==> config.mk <==
export PLATFORM = sky130hd
export DESIGN_NAME = cer_reporter
export DESIGN_NICKNAME = d
export VERILOG_FILES = /design/src/hw/cer_reporter.v
export VERILOG_INCLUDE_DIRS = /design/src /design/src/hw
export SDC_FILE = /design/constraint.sdc
export NUM_CORES = 1
export LEC_CHECK = 0
export BUFFER_PORTS_ARGS = -buffer_cell sky130_fd_sc_hd__buf_2
export CORE_MARGIN = 2
export CORE_UTILIZATION = 30
export DETAILED_ROUTE_END_ITERATION = 7
export PLACE_DENSITY = 0.55
export SYNTH_ARGS = -nofsm -noshare
export SYNTH_HDL_FRONTEND = slang
export SYNTH_SLANG_ARGS = --single-unit
==> constraint.sdc <==
create_clock -name clk -period 3 [get_ports clk]
set_input_delay 0.9 -clock clk [delete_from_list [all_inputs] [get_ports clk]]
set_output_delay 0.9 -clock clk [all_outputs]
set_load 0.01 [all_outputs]
==> src/hw/cer_defines.vh <==
// cer_defines.vh: codes, alarm numbers and timing for the card error and alarm reporter.
// assumes inclusion by bare name from the design file; definitions only.
`ifndef CER_DEFINES_VH
`define CER_DEFINES_VH

// ==========================================================
// card error codes
`define CER_E_INSERT      7'h01
`define CER_E_WPROT       7'h02
`define CER_E_RPROT       7'h03
`define CER_E_FULL        7'h06
`define CER_E_BUSY        7'h07
`define CER_E_FWPROT      7'h08
`define CER_E_ACCESS      7'h09
`define CER_E_SEQ         7'h0b
`define CER_E_SEQ_FILE    7'h0e
`define CER_E_BATT_WARN   7'h0f
`define CER_E_VERSION     7'h10
`define CER_E_MISSING     7'h11
`define CER_E_DEV_FULL    7'h12
`define CER_E_DEV_HW      7'h13
`define CER_E_INVALID     7'h14
`define CER_E_PROG_SUM    7'h15
`define CER_E_PAR_SUM_LO  7'h16
`define CER_E_PAR_SUM_HI  7'h24
`define CER_E_LOAD_PROT   7'h25
`define CER_E_NO_SPARE    7'h2b
`define CER_E_SPARE_WR    7'h2c
`define CER_E_BATT_ERR    7'h3f
`define CER_E_PULLED      7'h40

// ==========================================================
// card fault input bit positions
`define CER_F_INSERT      0
`define CER_F_WPROT       1
`define CER_F_RPROT       2
`define CER_F_FULL        3
`define CER_F_BUSY        4
`define CER_F_FWPROT      5
`define CER_F_ACCESS      6
`define CER_F_SEQ         7
`define CER_F_SEQ_FILE    8
`define CER_F_BATT_WARN   9
`define CER_F_VERSION     10
`define CER_F_MISSING     11
`define CER_F_DEV_FULL    12
`define CER_F_DEV_HW      13
`define CER_F_INVALID     14
`define CER_F_NO_SPARE    15
`define CER_F_SPARE_WR    16
`define CER_F_BATT_ERR    17
`define CER_F_PULLED      18
`define CER_NFAULT        19

// ==========================================================
// alarm numbers, bit index = position in alarm vector
`define CER_AL_PV1_OVER   7'h01
`define CER_AL_PV1_UNDER  7'h02
`define CER_AL_BOARD      7'h5a
`define CER_AL_ADJUST     7'h5c
`define CER_AL_PARAM      7'h5e
`define CER_AL_PROG       7'h60
`define CER_AL_PROM       7'h63
`define CER_NALARM        7

// ==========================================================
// analog input limits, per mille of span (-10.0% and +110.0%)
`define CER_AI_LOW        -100
`define CER_AI_HIGH       1100

// ==========================================================
// timing
`define CER_CLK_HZ        250000000
`define CER_ALT_MS        1000

`endif

==> src/hw/cer_reporter.v <==
// cer_reporter.v: card error reporting, self-diagnostic alarms and display rotation.
// assumes synchronous inputs on clk, one-cycle key pulses, and a power-on reset pulse.
// Behaviour
// - card failure shows numeric error code
// - a card error aborts card operation unless one is already held
// - return key clears error, normal display
// - codes 1,2,3: insertion, write/read protect
// - codes 6,7,8: full, busy, file protect
// - codes 9,11,14: access and sequence errors
// - card battery: 15 warning, 63 error
// - codes 16,17,20: version, missing, invalid
// - load: 18 device full, 19 hardware
// - checksum mismatch: 21 program, 22-36 parameters
// - nonzero load protect refuses load, 37
// - spare areas: 43 none, 44 write fail
// - card pulled during access: code 64
// - power-on memory fail: silent general reset
// - power-on board mismatch raises alarm
// - analog input out of range alarms
// - continuous memory and data checks alarm
// - low backup battery lights indicator
// - alarm alternates with normal each second
// - multiple alarms shown in ascending order
// - autoload selection accepts only 1, 0
// - load key: menu or automatic load
// - first process value overrange alarm
`timescale 1ns/1ps
`include "cer_defines.vh"

module cer_reporter #(
    parameter integer CLK_HZ  = `CER_CLK_HZ,
    parameter integer ALT_MS  = `CER_ALT_MS,
    parameter integer AI_W    = 16,
    parameter integer PAR_W   = 8
) (
    // clock and reset
    input  wire              clk,
    input  wire              reset,
    // operator keys, one-cycle pulses
    input  wire              display_return_key,
    input  wire              load_key,
    // parameters
    input  wire [PAR_W-1:0]  load_protect_param,
    input  wire              autoload_param_wr,
    input  wire [PAR_W-1:0]  autoload_param_wdata,
    // card side
    input  wire              card_busy_op,
    input  wire              card_loading,
    input  wire [`CER_NFAULT-1:0] card_fault,
    input  wire              sum_check_done,
    input  wire              sum_is_program,
    input  wire [3:0]        sum_param_index,
    input  wire              sum_mismatch,
    // self-check sources
    input  wire              por_check_done,
    input  wire              backup_ram_ok,
    input  wire              board_config_ok,
    input  wire              sample_tick,
    input  wire signed [AI_W-1:0] first_process_value,
    input  wire              prom_fail,
    input  wire              adjust_fail,
    input  wire              prog_fail,
    input  wire              param_fail,
    input  wire              backup_batt_low,
    // outputs
    output reg               card_abort,
    output reg               card_error_shown,
    output reg  [6:0]        card_error_code,
    output reg               general_reset,
    output reg               battery_low_indicator,
    output reg               panel1_show_alarm,
    output reg  [6:0]        panel1_alarm_code,
    output reg               autoload_select_param,
    output reg               open_load_menu,
    output reg               start_autoload,
    output reg  [`CER_NALARM-1:0] alarm_active
);

    // ==========================================================
    // timing constants
    localparam integer ALT_CYCLES = (CLK_HZ / 1000) * ALT_MS;
    localparam integer PS_W       = 32;

    // display states, one-hot
    localparam [1:0] ST_NORMAL = 2'b01;
    localparam [1:0] ST_ALARM  = 2'b10;

    // ==========================================================
    // code lookup for a card fault bit
    // codes 4, 5 and 12 have no fault source on these ports
    function [6:0] fault_code;
        input integer idx;
        begin
            case (idx)
                `CER_F_INSERT:    fault_code = `CER_E_INSERT;
                `CER_F_WPROT:     fault_code = `CER_E_WPROT;
                `CER_F_RPROT:     fault_code = `CER_E_RPROT;
                `CER_F_FULL:      fault_code = `CER_E_FULL;
                `CER_F_BUSY:      fault_code = `CER_E_BUSY;
                `CER_F_FWPROT:    fault_code = `CER_E_FWPROT;
                `CER_F_ACCESS:    fault_code = `CER_E_ACCESS;
                `CER_F_SEQ:       fault_code = `CER_E_SEQ;
                `CER_F_SEQ_FILE:  fault_code = `CER_E_SEQ_FILE;
                `CER_F_BATT_WARN: fault_code = `CER_E_BATT_WARN;
                `CER_F_VERSION:   fault_code = `CER_E_VERSION;
                `CER_F_MISSING:   fault_code = `CER_E_MISSING;
                `CER_F_DEV_FULL:  fault_code = `CER_E_DEV_FULL;
                `CER_F_DEV_HW:    fault_code = `CER_E_DEV_HW;
                `CER_F_INVALID:   fault_code = `CER_E_INVALID;
                `CER_F_NO_SPARE:  fault_code = `CER_E_NO_SPARE;
                `CER_F_SPARE_WR:  fault_code = `CER_E_SPARE_WR;
                `CER_F_BATT_ERR:  fault_code = `CER_E_BATT_ERR;
                `CER_F_PULLED:    fault_code = `CER_E_PULLED;
                default:          fault_code = 7'h00;
            endcase
        end
    endfunction

    // alarm number for an alarm vector index
    function [6:0] alarm_num;
        input integer idx;
        begin
            case (idx)
                0:       alarm_num = `CER_AL_PV1_OVER;
                1:       alarm_num = `CER_AL_PV1_UNDER;
                2:       alarm_num = `CER_AL_BOARD;
                3:       alarm_num = `CER_AL_ADJUST;
                4:       alarm_num = `CER_AL_PARAM;
                5:       alarm_num = `CER_AL_PROG;
                6:       alarm_num = `CER_AL_PROM;
                default: alarm_num = 7'h00;
            endcase
        end
    endfunction

    // ==========================================================
    // card fault priority: lowest bit index wins when several arrive together
    reg  [6:0] new_code;
    reg        new_err;
    integer    i;

    always @* begin
        new_code = 7'h00;
        new_err  = 1'b0;

        // card lines may float while idle, so they are gated
        for (i = `CER_NFAULT - 1; i >= 0; i = i - 1) begin
            if (card_busy_op && card_fault[i]) begin
                new_err  = 1'b1;
                new_code = fault_code(i);
            end
        end

        // checksum result comes after the fault bits so explicit faults take precedence
        if (!new_err && card_busy_op && sum_check_done && sum_mismatch) begin
            new_err = 1'b1;
            if (sum_is_program)
                new_code = `CER_E_PROG_SUM;
            else if (sum_param_index <= (`CER_E_PAR_SUM_HI - `CER_E_PAR_SUM_LO))
                new_code = `CER_E_PAR_SUM_LO + {3'h0, sum_param_index};
            else
                new_code = `CER_E_PAR_SUM_HI;
        end

        // load refused while protection parameter is nonzero
        if (!new_err && card_loading && (load_protect_param != {PAR_W{1'b0}})) begin
            new_err  = 1'b1;
            new_code = `CER_E_LOAD_PROT;
        end
    end

    // ==========================================================
    // card error latch
    reg [6:0] code_q;
    reg       shown_q;

    always @(posedge clk) begin
        if (reset) begin
            code_q           <= 7'h00;
            shown_q          <= 1'b0;
            card_abort       <= 1'b0;
            card_error_shown <= 1'b0;
            card_error_code  <= 7'h00;
        end else begin
            // a new error wins over a return key in the same cycle
            if (new_err && !shown_q) begin
                shown_q <= 1'b1;
                code_q  <= new_code;
            end else if (display_return_key) begin
                shown_q <= 1'b0;
                code_q  <= 7'h00;
            end

            // an error during a held one is not shown: first cause kept
            card_abort       <= new_err && !shown_q;
            card_error_shown <= shown_q;
            card_error_code  <= code_q;
        end
    end

    // ==========================================================
    // load key routing and autoload selection
    always @(posedge clk) begin
        if (reset) begin
            autoload_select_param <= 1'b0;
            open_load_menu        <= 1'b0;
            start_autoload        <= 1'b0;
        end else begin
            // values other than 0 or 1 are ignored
            if (autoload_param_wr && (autoload_param_wdata[PAR_W-1:1] == {(PAR_W-1){1'b0}}))
                autoload_select_param <= autoload_param_wdata[0];

            // no load starts while an error is held
            open_load_menu <= load_key && !shown_q && !autoload_select_param;
            start_autoload <= load_key && !shown_q && autoload_select_param;
        end
    end

    // ==========================================================
    // self-diagnostics
    reg [`CER_NALARM-1:0] alarm_q;

    always @(posedge clk) begin
        if (reset) begin
            alarm_q               <= {`CER_NALARM{1'b0}};
            general_reset         <= 1'b0;
            battery_low_indicator <= 1'b0;
            alarm_active          <= {`CER_NALARM{1'b0}};
        end else begin
            // no alarm bit for memory failure: it only resets stored data
            general_reset <= por_check_done && !backup_ram_ok;

            // sticky: a board mismatch needs a restart to heal
            if (por_check_done && !board_config_ok)
                alarm_q[2] <= 1'b1;

            if (sample_tick) begin
                alarm_q[0] <= (first_process_value > `CER_AI_HIGH);
                alarm_q[1] <= (first_process_value < `CER_AI_LOW);
            end

            // continuous checks track their sources level by level
            alarm_q[3] <= adjust_fail;
            alarm_q[4] <= param_fail;
            alarm_q[5] <= prog_fail;
            alarm_q[6] <= prom_fail;

            battery_low_indicator <= backup_batt_low;
            alarm_active          <= alarm_q;
        end
    end

    // ==========================================================
    // one-second prescaler
    reg [PS_W-1:0] ps_q;
    reg            sec_tick;

    // one-cycle enable; a small ALT_MS only shortens simulation
    always @(posedge clk) begin
        if (reset) begin
            ps_q     <= {PS_W{1'b0}};
            sec_tick <= 1'b0;
        end else if (ps_q == ALT_CYCLES[PS_W-1:0] - 1'b1) begin
            ps_q     <= {PS_W{1'b0}};
            sec_tick <= 1'b1;
        end else begin
            ps_q     <= ps_q + 1'b1;
            sec_tick <= 1'b0;
        end
    end

    // ==========================================================
    // next active alarm above the one last shown, wrapping to the lowest
    reg  [2:0] cur_q;
    reg  [2:0] next_idx;
    reg        next_ok;
    integer    k;

    always @* begin
        next_idx = 3'h0;
        next_ok  = 1'b0;
        for (k = `CER_NALARM - 1; k >= 0; k = k - 1) begin
            if (alarm_q[k] && (k > cur_q)) begin
                next_ok  = 1'b1;
                next_idx = k[2:0];
            end
        end

        // nothing above the last one shown: wrap to the lowest
        if (!next_ok) begin
            for (k = `CER_NALARM - 1; k >= 0; k = k - 1) begin
                if (alarm_q[k]) begin
                    next_ok  = 1'b1;
                    next_idx = k[2:0];
                end
            end
        end
    end

    // ==========================================================
    // panel 1 rotation: normal, alarm, normal, next alarm ...
    reg [1:0] st_q;

    always @(posedge clk) begin
        if (reset) begin
            st_q              <= ST_NORMAL;
            cur_q             <= 3'h7;
            panel1_show_alarm <= 1'b0;
            panel1_alarm_code <= 7'h00;
        end else begin
            case (st_q)
                ST_NORMAL: begin
                    if (sec_tick && next_ok) begin
                        st_q              <= ST_ALARM;
                        cur_q             <= next_idx;
                        panel1_show_alarm <= 1'b1;
                        panel1_alarm_code <= alarm_num(next_idx);
                    end

                    // no alarm left: next round starts at the lowest
                    if (!next_ok)
                        cur_q <= 3'h7;
                end
                ST_ALARM: begin
                    // ends early once the last alarm clears
                    if (sec_tick || !next_ok) begin
                        st_q              <= ST_NORMAL;
                        panel1_show_alarm <= 1'b0;
                        panel1_alarm_code <= 7'h00;
                    end
                end
                default: begin
                    st_q              <= ST_NORMAL;
                    panel1_show_alarm <= 1'b0;
                    panel1_alarm_code <= 7'h00;
                end
            endcase
        end
    end

endmodule // cer_reporter

==> metrics <==
gr usage total 0.135; count of cell types in the netlist between 60 and 70; ANT cells 0; routability cong. ~0.82; Power Dens Cells approximately 530 nW/um^2; synth top area cells dfxtp_1 (43%), nor2_1 (6.5%), xor2_1 (4.2%), nor2b_1 (4.0%), nand2_1 (3.8%); maximum vdd drop between 0.2 and 0.3 mV; final period utilization 0.850; Syn. warnings 0; DRC 0; worst hold margin between 0.4 and 0.5 ns; Max Clock Skew 0.00507 ns; DP HPWL between 6 and 7 mm; Die Span Y 116 um; Port Buffers between 100 and 150; register bit total from synthesis 80; remaining antenna violation count 0; H-tree Lvls 3; Post-synth top cells dfxtp_1 (80), nor2_1 (65), nand2_1 (38); Pleak between 1.5 and 2 nW; Synth top area share 0.427; Max Cap Violations 0; most frequent cell after synthesis dfxtp_1; Reg clk slew, reported paths about 0.06 ns; buffer count from post-CTS setup fixing 0; CP Class primary input to flip-flop; Hold Buf Count CTS 0; ratio of cells with drive above 1 in the final layout 0.243; Cells after Synth 441; routed len/inst ~12 um; drt pass-1 iters 4; Slew @ Worst Pin roughly 0.67 ns; total clock sinks 80; Buf+Inv Stages, Crit Path 1; Final min period around 2.6 ns; post-CTS sizing 0; Initial Util 0.310; overall die area around 13000 sq um; IO Count 103; vias in the first global route approximately 3.3k; syn_nets about 520; CTS tree built; worst path cell trace buf_2 > or4_4 > o41ai_4 > nand2_1 > o32ai_1 > a22o_1; Crit path required time 3.28 ns; initial antenna violation count 0; register area share after synthesis 0.427; Num CTS Buffers 9; Crit Path Max Fanout 6; startpoint types primary input; final wirelength between 8 and 9 mm; delay-heaviest family, CP compound AO/OA/AOI/OAI gates; Final Hold Vio Count 0; Slew Viols, Final 0; endpoints failing setup 0; HP Class flip-flop to flip-flop; Max Freq approximately 390 MHz; number of synthesized flops with an enable pin 0; DR vias/cell roughly 4.8; Core ar. approximately 12000 sq um; # fillers about 1.3k; row count 40; RSZ-0062 raised after global routing no; vias approximately 3.4k; setup TNS 0 ns; CP endpoint kind flip-flop; Synth-to-Final Area Change 28.0%; CP max-delay cell or4_4; mapped cell area between 3000 and 4000 sq um; top cell type by total area after synthesis dfxtp_1; DRT iter0 DRCs 119; Final #Nets ~620; crit path DAT around 2.8 ns; Syn Area/Cell 8.50 sq um; CP max stage delay about 0.56 ns; GRT overflow 0; root buffer cell clkbuf_16; status complete, no violations; Clk Latency, worst-skew pair between 0.3 and 0.4 ns; clock buffer depth 2; worst-case headroom to the max-slew limit 0.551; fraction of registers with async set/reset 0; first-pass GRT wire length 14.4 mm; largest net degree at the start of global routing 37; Top FF cell, synth dfxtp_1; die width ~120 um
state kept, by name, summed over array words and instances, names as in the netlist, 3 cells and up:
| register | flops |
|---|---|
| card_error_code | 7 |
| alarm_active | 7 |
| alarm_q | 7 |
| ps_q | 32 |
| cur_q | 3 |
| panel1_alarm_code | 6 |
| code_q | 7 |
logic make-up (layout without fill, tap and decap cells):
kind of cell    after synthesis  after routing  synth area share
mux                           2              2           0.00567
buf+inv                      30            140            0.0310
simple gates                215            215             0.295
compound gates               81             81             0.161
flops                        80             80             0.427
fa+ha+maj                     3              3            0.0100
xor+xnor                     30             30            0.0701
cells in the final DEF (no fill, tap or decap), types with 12 or more instances in the layout:
cell,n
xnor2_1,12
xor2_1,18
inv_1,20
nor3_1,12
nand4_1,12
nand3_1,12
nor2b_1,24
buf_2,102
o21ai_0,15
nor2_1,65
nand2_1,38
a21oi_1,18
dfxtp_1,80
final timing paths:
path,depth (start not counted),start,slack [ns],end
setup reg to reg,6,cur_q[2]$_SDFFE_PP1P_,0.64,panel1_alarm_code[4]$_SDFFE_PP0P_
hold reg to reg,1,autoload_select_param$_SDFFE_PP0P_,0.45,open_load_menu$_SDFF_PP0_
setup / recovery,6,card_fault[4],0.45,code_q[4]$_SDFFE_PP0P_
hold / removal,1,autoload_select_param$_SDFFE_PP0P_,0.45,open_load_menu$_SDFF_PP0_
power by group:
group          switching [mW]  internal, mW  total (mW)
registers              0.0184          1.09        1.11
clock network           0.410         0.796        1.21
logic                   0.124         0.101       0.225
per-stage QoR:
step	instance area (sq um)	setup slack (ns)	power (mW)	cells	utilization
after floorplan	3750	0.478	1.25	441	-
after global placement	4460	0.216	1.35	703	0.368
after detailed placement	4460	0.148	1.36	703	0.368
after CTS	4800	0.485	2.58	719	0.396
after global routing	4800	0.320	2.64	719	0.396
final	4800	0.449	2.54	719	0.396
final cells by class:
class                      instances  area, sq um  area share
clock inverter                     4         75.1      0.0156
tap                              168          210      0.0438
multi-input combinational        331         2030       0.423
inverter                          20         75.1      0.0156
clock buffer                      12          267      0.0556
timing repair buffer             104          538       0.112
sequential                        80         1600       0.334
routing by layer:
| metal | routed length, um | GRT usage |
|---|---|---|
| met4 | 286 | 0.0873 |
| met3 | 291 | 0.0194 |
| met1 | 3770 | 0.155 |
| met5 | 0 | 0 |
| met2 | 4380 | 0.235 |
Note: power is estimated with default switching activity, not from simulation.
